**config.mk**
```make
export PLATFORM = sky130hd
export DESIGN_NAME = emsg_strobe_gen
export DESIGN_NICKNAME = d
export VERILOG_FILES = /design/src/inc/emsg_pkg.sv /design/src/logic/emsg_strobe_gen.sv
export SDC_FILE = /design/constraint.sdc
export NUM_CORES = 1
export LEC_CHECK = 0
export ABC_AREA = 1
export BUFFER_PORTS_ARGS = -buffer_cell sky130_fd_sc_hd__buf_2
export CAP_MARGIN = 20
export CORE_ASPECT_RATIO = 0.5
export CORE_MARGIN = 10
export CORE_UTILIZATION = 50
export CTS_CLUSTER_DIAMETER = 40
export DETAILED_ROUTE_END_ITERATION = 7
export PLACE_DENSITY = 0.8
export SETUP_SLACK_MARGIN = 0.02
export SYNTH_ARGS = -nofsm -noshare
export SYNTH_HDL_FRONTEND = slang
export SYNTH_SLANG_ARGS = --single-unit
```
**constraint.sdc**
```tcl
create_clock -name sys_clk -period 3.3 [get_ports sys_clk]
set_input_delay 0.495 -clock sys_clk [delete_from_list [all_inputs] [get_ports sys_clk]]
set_output_delay 0.495 -clock sys_clk [all_outputs]
set_load 0.005 [all_outputs]
```
**src/inc/emsg_pkg.sv**
```systemverilog
// Constants, types and the state record of the external memory strobe generator.
// Assumes one 200 MHz clock; one tick of the clock enable is one half clock period.
//
// ****************************************************************
// Behaviour
// Read strobe is low through T4, wait and T5 of a read, high otherwise.
// Read data is taken at the rising edge of the read strobe.
// Read strobe low time grows with T4 and T5 extras and waits.
// Five general strobes: one fixed, four with configured timing.
// Fixed strobe falls at start of T2 and rises at end of T5.
// Width strobe falls at start of T2, low for 0 to 31 half periods.
// Width strobe is high again no later than the end of T6.
// Waits do not stretch the width strobe; its count runs from T2.
// Width strobe configured to zero stays high all cycle.
// Three delayed strobes fall 1 to 31 half periods after T2, rise at T5 end.
// A delay reaching past T5 keeps the strobe high unless waits lengthen it.
// A delayed strobe configured to zero stays high all cycle.
// Four active-low byte write strobes; index 0 is the low byte.
// Byte lanes not written are not driven during a write.
// Late write strobes low in T4 and T5; early ones also in T3.
// Memory latches write data on write strobe rise; data held to T6 end.
// Write strobe low time grows with extras in T3 to T5 and waits.
// Extra half periods in T6 lengthen write data hold.
// T1 to T5 last 1 to 4 half periods, T6 1 to 5, waits any number.
// A cycle runs T1, T2, T3, T4, wait, T5, T6 in order.
// Byte write strobes stay high for internal-only accesses.
// One half clock period is exactly half a processor clock output period.
// T1 starts on a rising clock output edge; odd totals add one period (the code adds one half period, PH_E, when T1 to T6 sum to an even count).
// After reset every phase lasts four half periods.
// T4 may be extended without limit by external wait requests.
// Wait request sampled at T4 end and each wait period.
// ****************************************************************
package emsg_pkg;

   typedef enum logic [3:0] {
      PH_IDLE, PH_T1, PH_T2, PH_T3, PH_T4, PH_WAIT, PH_T5, PH_T6, PH_E
   } emsg_phase_t;

   // Register byte addresses.
   localparam logic [11:0] OFS_PHASE_CFG  = 12'h000;
   localparam logic [11:0] OFS_STROBE_CFG = 12'h004;
   localparam logic [11:0] OFS_STATUS     = 12'h008;
   localparam logic [11:0] OFS_RDATA      = 12'h00c;

   // Phase extras: two bits for T1..T5, three for T6.
   localparam int          PX_W       = 2;
   localparam int          T6X_LSB    = 10;
   localparam int          T6X_W      = 3;
   localparam logic [2:0]  T6X_MAX    = 3'h4;
   localparam int          PCFG_W     = 13;
   localparam logic [12:0] PCFG_RST   = 13'h0fff;

   // Strobe fields: width, three delays, late-write bit.
   localparam int          SF_W       = 5;
   localparam int          S1_LSB     = 0;
   localparam int          D_LSB      = 5;
   localparam int          LATE_BIT   = 20;
   localparam int          SCFG_W     = 21;
   localparam logic [20:0] SCFG_RST   = {1'b1, 5'h12, 5'h1e, 5'h1e, 5'h1f};

   localparam int          NDLY       = 3;
   localparam logic [5:0]  SCNT_MAX   = 6'h3f;
   localparam logic [2:0]  CNT_ONE    = 3'h1;

   typedef struct packed {
      logic        valid;
      logic        write;
      logic        internal;
      logic [29:0] addr;
      logic [3:0]  be;
      logic [31:0] wdata;
   } emsg_req_t;

   typedef struct packed {
      logic                pco;
      emsg_phase_t         ph;
      logic [2:0]          cnt;
      logic [5:0]          scnt;
      logic                wr;
      logic [3:0]          be;
      logic [29:0]         addr;
      logic [31:0]         wdata;
      logic [PCFG_W-1:0]   pcfg;
      logic [SCFG_W-1:0]   scfg;
      logic                rs_n;
      logic                s0_n;
      logic                s1_n;
      logic [NDLY-1:0]     ds_n;
      logic [3:0]          wb_n;
      logic [31:0]         ad_o;
      logic [3:0]          ad_oe;
      logic                cap;
      logic [31:0]         rdata;
      logic                done;
      logic                ready;
      logic                wt_s1;
      logic                wt_s2;
      logic [31:0]         ad_s1;
      logic [31:0]         ad_s2;
      logic                pready;
      logic                pslverr;
      logic [31:0]         prdata;
   } emsg_state_t;

   localparam emsg_state_t ST_RST = '{
      pco: 1'b0, ph: PH_IDLE, cnt: 3'h0, scnt: 6'h00, wr: 1'b0, be: 4'h0,
      addr: 30'h0, wdata: 32'h0, pcfg: PCFG_RST, scfg: SCFG_RST,
      rs_n: 1'b1, s0_n: 1'b1, s1_n: 1'b1, ds_n: 3'h7, wb_n: 4'hf,
      ad_o: 32'h0, ad_oe: 4'h0, cap: 1'b0, rdata: 32'h0, done: 1'b0,
      ready: 1'b0, wt_s1: 1'b0, wt_s2: 1'b0, ad_s1: 32'h0, ad_s2: 32'h0,
      pready: 1'b0, pslverr: 1'b0, prdata: 32'h0};

endpackage : emsg_pkg

```
**src/logic/emsg_strobe_gen.sv**
```systemverilog
// External memory cycle sequencer and strobe generator with an APB register slave.
// Assumes the pins are joined to the bus by the bench from ad_o and its byte enables.
`timescale 1ns/1ps
`default_nettype none

module emsg_strobe_gen (
   input  wire logic                sys_clk,
   input  wire logic                rstn,
   input  wire logic                ce,
   input  wire logic                psel,
   input  wire logic                penable,
   input  wire logic                pwrite,
   input  wire logic [11:0]         paddr,
   input  wire logic [31:0]         pwdata,
   output logic      [31:0]         prdata,
   output logic                     pready,
   output logic                     pslverr,
   input  wire emsg_pkg::emsg_req_t req,
   output logic                     req_ready,
   output logic                     req_done,
   output logic      [31:0]         req_rdata,
   output logic                     processor_clock_output,
   output logic                     read_strobe_n,
   output logic                     fixed_format_strobe_n,
   output logic                     width_config_strobe_n,
   output logic      [2:0]          delayed_strobes_n,
   output logic      [3:0]          byte_write_strobes_n,
   output logic      [31:0]         mem_ad_o,
   output logic      [3:0]          mem_ad_oe,
   input  wire logic [31:0]         mem_ad_i,
   input  wire logic                wait_req
);
   import emsg_pkg::*;

   emsg_state_t r_reg;
   emsg_state_t r_next;

   // ****************************************************************
   // Helpers
   // ****************************************************************

   // Length minus one of a phase, from its configured extra half periods.
   function automatic logic [2:0] plen_m1(input emsg_phase_t ph, input logic [PCFG_W-1:0] c);
      logic [2:0] x;
      x = 3'h0;
      case (ph)
         PH_T1:   x = {1'b0, c[0*PX_W +: PX_W]};
         PH_T2:   x = {1'b0, c[1*PX_W +: PX_W]};
         PH_T3:   x = {1'b0, c[2*PX_W +: PX_W]};
         PH_T4:   x = {1'b0, c[3*PX_W +: PX_W]};
         PH_T5:   x = {1'b0, c[4*PX_W +: PX_W]};
         PH_T6: begin
            x = c[T6X_LSB +: T6X_W];
            if (x > T6X_MAX) begin
               x = T6X_MAX;
            end
         end
         default: x = 3'h0;
      endcase
      return x;
   endfunction : plen_m1

   // Phases from T2 to T5, including the wait period.
   function automatic logic in_t2_t5(input emsg_phase_t ph);
      return (ph == PH_T2) || (ph == PH_T3) || (ph == PH_T4) ||
             (ph == PH_WAIT) || (ph == PH_T5);
   endfunction : in_t2_t5

   // ****************************************************************
   // Next state
   // ****************************************************************

   always_comb begin
      logic          adv;
      emsg_phase_t   nph;
      logic [4:0]    w;
      logic [4:0]    d;
      logic          mapped;
      logic [31:0]   rd;
      adv    = 1'b0;
      nph    = PH_IDLE;
      w      = 5'h0;
      d      = 5'h0;
      mapped = 1'b0;
      rd     = 32'h0;
      r_next = r_reg;
      if (ce) begin
         r_next.pco   = ~r_reg.pco;
         r_next.wt_s1 = wait_req;
         r_next.wt_s2 = r_reg.wt_s1;
         r_next.ad_s1 = mem_ad_i;
         r_next.ad_s2 = r_reg.ad_s1;
         r_next.done  = 1'b0;

         // Phase sequencer.
         case (r_reg.ph)
            PH_IDLE: begin
               if (r_reg.ready && req.valid) begin
                  r_next.wr    = req.write;
                  r_next.be    = req.be;
                  r_next.addr  = req.addr;
                  r_next.wdata = req.wdata;
                  if (req.internal) begin
                     r_next.done = 1'b1;
                  end else begin
                     r_next.ph  = PH_T1;
                     r_next.cnt = plen_m1(PH_T1, r_reg.pcfg);
                  end
               end
            end
            PH_T1, PH_T2, PH_T3, PH_T4, PH_T5, PH_T6: begin
               if (r_reg.cnt != 3'h0) begin
                  r_next.cnt = r_reg.cnt - CNT_ONE;
               end else begin
                  adv = 1'b1;
               end
            end
            PH_WAIT: begin
               if (!r_reg.wt_s2) begin
                  adv = 1'b1;
               end
            end
            PH_E: begin
               r_next.ph   = PH_IDLE;
               r_next.done = 1'b1;
            end
            default: r_next.ph = PH_IDLE;
         endcase

         if (adv) begin
            case (r_reg.ph)
               PH_T1:   nph = PH_T2;
               PH_T2:   nph = PH_T3;
               PH_T3:   nph = PH_T4;
               PH_T4:   nph = r_reg.wt_s2 ? PH_WAIT : PH_T5;
               PH_WAIT: nph = PH_T5;
               PH_T5:   nph = PH_T6;
               PH_T6:   nph = r_next.pco ? PH_E : PH_IDLE;
               default: nph = PH_IDLE;
            endcase
            r_next.ph  = nph;
            r_next.cnt = plen_m1(nph, r_reg.pcfg);
            if (nph == PH_IDLE) begin
               r_next.done = 1'b1;
            end
         end

         // Half periods since the start of T2, running through waits.
         if ((r_reg.ph == PH_T1) && (r_next.ph == PH_T2)) begin
            r_next.scnt = 6'h00;
         end else if (r_reg.scnt != SCNT_MAX) begin
            r_next.scnt = r_reg.scnt + 6'h01;
         end

         // Strobes are registered from the next phase.
         r_next.s0_n = !in_t2_t5(r_next.ph);
         w = r_reg.scfg[S1_LSB +: SF_W];
         r_next.s1_n = !((in_t2_t5(r_next.ph) || (r_next.ph == PH_T6)) &&
                         (w != 5'h0) &&
                         ({1'b0, r_next.scnt} < {2'b00, w}));
         for (int i = 0; i < NDLY; i++) begin
            d = r_reg.scfg[D_LSB + i*SF_W +: SF_W];
            r_next.ds_n[i] = !(in_t2_t5(r_next.ph) &&
                               (d != 5'h0) &&
                               ({1'b0, r_next.scnt} >= {2'b00, d}));
         end
         r_next.rs_n = !(!r_next.wr &&
                         ((r_next.ph == PH_T4) || (r_next.ph == PH_WAIT) ||
                          (r_next.ph == PH_T5)));
         r_next.wb_n = 4'hf;
         if (r_next.wr && ((r_next.ph == PH_T4) || (r_next.ph == PH_WAIT) ||
                           (r_next.ph == PH_T5) ||
                           ((r_next.ph == PH_T3) && !r_reg.scfg[LATE_BIT]))) begin
            r_next.wb_n = ~r_next.be;
         end

         // Multiplexed address and data bus.
         r_next.ad_o  = 32'h0;
         r_next.ad_oe = 4'h0;
         if ((r_next.ph == PH_T1) || (r_next.ph == PH_T2)) begin
            r_next.ad_o  = {r_next.addr, 1'b1, ~r_next.wr};
            r_next.ad_oe = 4'hf;
         end else if (r_next.wr && (r_next.ph != PH_IDLE)) begin
            r_next.ad_o  = r_next.wdata;
            r_next.ad_oe = r_next.be;
         end

         // Read data from the sample taken just before the strobe rose.
         r_next.cap = !r_reg.rs_n && r_next.rs_n;
         if (r_reg.cap) begin
            r_next.rdata = r_reg.ad_s2;
         end
         r_next.ready = (r_next.ph == PH_IDLE) && !r_next.pco;

         // APB slave: answer in the access phase after each setup that falls on a clock enable tick.
         case (paddr)
            OFS_PHASE_CFG:  begin mapped = 1'b1; rd = 32'(r_reg.pcfg); end
            OFS_STROBE_CFG: begin mapped = 1'b1; rd = 32'(r_reg.scfg); end
            OFS_STATUS:     begin
               mapped = 1'b1;
               rd = {26'h0, r_reg.wt_s2, r_reg.ph, (r_reg.ph != PH_IDLE)};
            end
            OFS_RDATA:      begin mapped = 1'b1; rd = r_reg.rdata; end
            default:        begin mapped = 1'b0; rd = 32'h0; end
         endcase
         r_next.pready  = 1'b0;
         r_next.pslverr = 1'b0;
         if (psel && !penable) begin
            r_next.pready  = 1'b1;
            r_next.pslverr = !mapped;
            r_next.prdata  = pwrite ? 32'h0 : rd;
         end
         if (psel && penable && r_reg.pready && pwrite) begin
            if (paddr == OFS_PHASE_CFG) begin
               r_next.pcfg = pwdata[PCFG_W-1:0];
            end
            if (paddr == OFS_STROBE_CFG) begin
               r_next.scfg = pwdata[SCFG_W-1:0];
            end
         end
      end
   end

   // ****************************************************************
   // State register
   // ****************************************************************

   always_ff @(posedge sys_clk or negedge rstn) begin
      if (!rstn) begin
         r_reg <= ST_RST;
      end else begin
         r_reg <= r_next;
      end
   end

   assign prdata                 = r_reg.prdata;
   assign pready                 = r_reg.pready;
   assign pslverr                = r_reg.pslverr;
   assign req_ready              = r_reg.ready;
   assign req_done               = r_reg.done;
   assign req_rdata              = r_reg.rdata;
   assign processor_clock_output = r_reg.pco;
   assign read_strobe_n          = r_reg.rs_n;
   assign fixed_format_strobe_n  = r_reg.s0_n;
   assign width_config_strobe_n  = r_reg.s1_n;
   assign delayed_strobes_n      = r_reg.ds_n;
   assign byte_write_strobes_n   = r_reg.wb_n;
   assign mem_ad_o               = r_reg.ad_o;
   assign mem_ad_oe              = r_reg.ad_oe;

endmodule : emsg_strobe_gen

`default_nettype wire

```
==> summary.md <==
| Metric | Value |
|---|---|
| Row cnt | `44` |
| Post-CTS sizing | `0` |
| Slew Viols, Final | `0` |
| Clk_lat worst skew | `0.57 ns` |
| Max clock buf depth | `3` |
| Vias in the first global route | `about 12000` |
| WL met2 | `around 19000 um` |
| Critical Path End Type | `register` |
| RSZ-0062 raised after global routing | `no` |
| Synth top area share | `between 40% and 50%` |
| Gr ovfl total | `0` |
| DP Area | `approximately 16000 um2` |
| Ranking of synthesized cells by area | `dfrtp_1 (44%), nand2_1 (14%), o21ai_0 (8.3%), dfstp_2 (6.8%), buf_4 (6.0%)` |
| Hold Path Class | `input port to register` |
| Starting Density | `about half` |
| Initial antenna violation count | `1` |
| Postcts setup bufs | `0` |
| Cell taking the most area after synthesis | `dfrtp_1` |
| Startpoint Class | `register` |
| Seq/Total Area, Yosys | `50.4%` |
| Post-route cell area | `approximately 17000 um2` |
| Most frequent cell after synthesis | `nand2_1` |
| # fillers | `approximately 2500` |
| Vias per cell | `around 5.2` |
| # setup viols final | `0` |
| Antenna cell count | `0` |
| First-pass GRT wire length | `between 60000 and 70000 um` |
| Uppermost layer routed | `met5` |
| CP arrival | `~3.4 ns` |
| Yosys warns | `0` |
| Clock Tree Root | `clkbuf_16` |
| DRC | `0` |
| Routability cong. | `between 0.9 and 1` |
| Synth cell count leaders | `nand2_1 (545), dfrtp_1 (258), o21ai_0 (245), inv_1 (170), buf_4 (118)` |
| Pleak | `8.38 nW` |
| Fin Setup TNS | `0 ns` |
| Number of buffers created by CTS | `31` |
| FF+latch count, synth | `296` |
| PortBufs | `255` |
| Crit path top cell by count | `nand2_1` |
| Die area | `37300 um2` |
| Mapped Cells | `1776` |
| Total number of vias | `12000` |
| Area of the mapped netlist | `approximately 15000 um2` |
| Power per cell area | `roughly 750 nW/um2` |
| Worst Path Class, Setup | `register to register` |
| CTS tree | `built` |
| Peak VDD IR | `498 uV` |
| Worst-Margin Slew | `between 0.8 and 0.9 ns` |
| Metal3 WL | `2390 um` |
| Core area | `~29000 um2` |
| Hpwl dp | `around 27000 um` |
| Largest stage delay, worst path | `about 0.38 ns` |
| Die Wd | `about 260 um` |
| Final #Nets | `about 2100` |
| Pre-antenna DRT Iters | `5` |
| Met1 wire length | `about 16000 um` |
| WP data required | `between 3 and 4 ns` |
| Worst-path cell chain | `inv_1, ha_1, inv_1, nor2_1, nand2_4, nand2_4, nand2_1, nand3_2, nand2_1, inv_1, ha_1, a21boi_0, o21a_1, o21ai_0, nand2_1, a21oi_1, nand2_1, a21oi_1` |
| Max reg flops | `about 180` |
| Worst slew margin | `between 40 and 50%` |
| Crit path time final | `2.90 ns` |
| Layout cells sized above 1 | `between 20% and 30%` |
| Async SR Flop Fraction | `100%` |
| Die Y | `142 um` |
| EDFF count, synth | `0` |
| Synthesized net count | `between 1500 and 2000` |
| Synth-to-Final Area Change | `12.6%` |
| Iteration-0 DRC Markers | `1055` |
| CP max FO | `8` |
| # IOs | `267` |
| H-tree depth | `1` |
| Remaining antenna violation count | `0` |
| Max stage delay cell, worst path | `dfrtp_1` |
| Routed wire length | `between 30000 and 40000 um` |
| Main synth FF type | `dfrtp_1` |
| Period utilization | `between 80% and 90%` |
| Total GRT Usage | `20.2%` |
| Status | `complete, no violations` |
| Maxcap violations | `0` |
| Clk sink count | `between 200 and 300` |
| Average size of a mapped cell | `roughly 8.3 um2` |
| Distinct cells, synth | `46` |
| Final hold violation count | `0` |
| Reg clk slew, reported paths | `about 0.070 ns` |
| WL per Instance | `17.0 um` |
| Clock Skew | `0.0171 ns` |
| Pin count of the biggest net entering global routing | `about 160` |
| Fmax | `between 300 and 400 MHz` |
==> cell families (layout without fill, tap and decap cells) <==
group / Yosys count / after routing / share of synthesized area, %
simple gates: 726 / 726 / 20.5
buf+inv: 373 / 515 / 12.7
compound gates: 317 / 317 / 11.6
flops: 296 / 296 / 50.4
mux: 38 / 38 / 2.64
fa+ha+maj: 22 / 22 / 1.86
xor+xnor: 4 / 4 / 0.237
==> report_power, final <==
part,switching [W],internal [W]
Sequential,0.000529,0.00453
Clock,0.00151,0.00195
Combinational,0.00258,0.00145
Total,0.00462,0.00793
==> cell type report <==
cell class	count	area, um2	area share (%)
clock buffer	40	870	5.23
sequential	296	7450	44.8
multi-input combinational	1107	5460	32.8
clock inverter	16	138	0.827
tap	391	489	2.94
timing repair buffer	279	1550	9.32
inverter	180	681	4.09
==> worst max-delay path, delay by kind of cell (launching register included) <==
kind                     cells  cell delay, ns
adder cells (fa/ha/maj)      2            0.41
buffers and inverters        3            0.29
AO/OA/AOI/OAI                5            0.73
AND/OR/NAND/NOR              8            1.02
flip-flops                   1            0.38
==> metal layers <==
layer / up-vias / GRT usage, %
li1: 5807 / -
met1: 5714 / 25.2
met2: 389 / 34.2
met3: 99 / 4.03
met4: 2 / 8.09
met5: - / 0
==> per-stage QoR <==
step / setup WS, ns / hold slack, ns / total power [W] / utilization, % / std cells
after floorplan: 0.808 / 0.199 / 0.00816 / - / 1776
after global placement: 0.527 / 0.454 / 0.00897 / 53.7 / 2252
after detailed placement: 0.460 / 0.459 / 0.00914 / 53.7 / 2252
after CTS: 0.438 / 0.102 / 0.0126 / 57.2 / 2309
after global routing: 0.187 / 0.108 / 0.0134 / 57.2 / 2309
final: 0.403 / 0.128 / 0.0126 / 57.2 / 2309
==> layout by cell type (no fill, tap or decap), types with 5 or more instances in the layout <==
| master | Yosys | final |
|---|---|---|
| nand3_1 | 80 | 80 |
| dfstp_2 | 38 | 38 |
| nor3_1 | 6 | 6 |
| inv_1 | 170 | 170 |
| o22ai_1 | 22 | 22 |
| mux2i_1 | 30 | 30 |
| buf_4 | 118 | 17 |
| clkbuf_8 | 0 | 6 |
| nor2_1 | 44 | 44 |
| nand2_2 | 20 | 21 |
| a22o_1 | 8 | 8 |
| or2_2 | 5 | 5 |
| dfrtp_1 | 258 | 258 |
| nand2_1 | 545 | 544 |
| o21ai_0 | 245 | 245 |
| a21oi_1 | 14 | 14 |
| buf_2 | 8 | 253 |
| mux2_2 | 8 | 8 |
| clkinv_2 | 0 | 5 |
| nand4_1 | 6 | 6 |
| o211ai_1 | 8 | 8 |
| inv_2 | 6 | 6 |
| buf_12 | 0 | 6 |
| ha_1 | 22 | 22 |
| clkbuf_16 | 0 | 31 |
==> repair_timing <==
| item | 4_1_cts | 5_1_grt |
|---|---|---|
| hold buffers | 1 | 0 |
| hold endpoints to repair | 40 | 0 |
| endpoints found under the setup margin | 0 | 0 |
==> final timing paths <==
kind                                        start                          endpoint  slack, ns  cells past startpoint
min in group asynchronous                    rstn          mem_ad_o[15]$_DFFE_PN0P_       0.49                      2
setup / recovery           r_reg[288]$_DFFE_PN0P_  delayed_strobes_n[0]$_DFFE_PN1P_       0.40                     18
hold reg to reg             r_reg[75]$_DFFE_PN0P_             r_reg[43]$_DFFE_PN0P_       0.47                      2
hold / removal                        mem_ad_i[3]             r_reg[69]$_DFFE_PN0P_       0.13                      3
max in group asynchronous                    rstn         req_rdata[30]$_DFFE_PN0P_       1.91                      3
setup reg to reg           r_reg[288]$_DFFE_PN0P_  delayed_strobes_n[0]$_DFFE_PN1P_       0.40                     18
No activity file was read; power rests on OpenSTA's default activity.
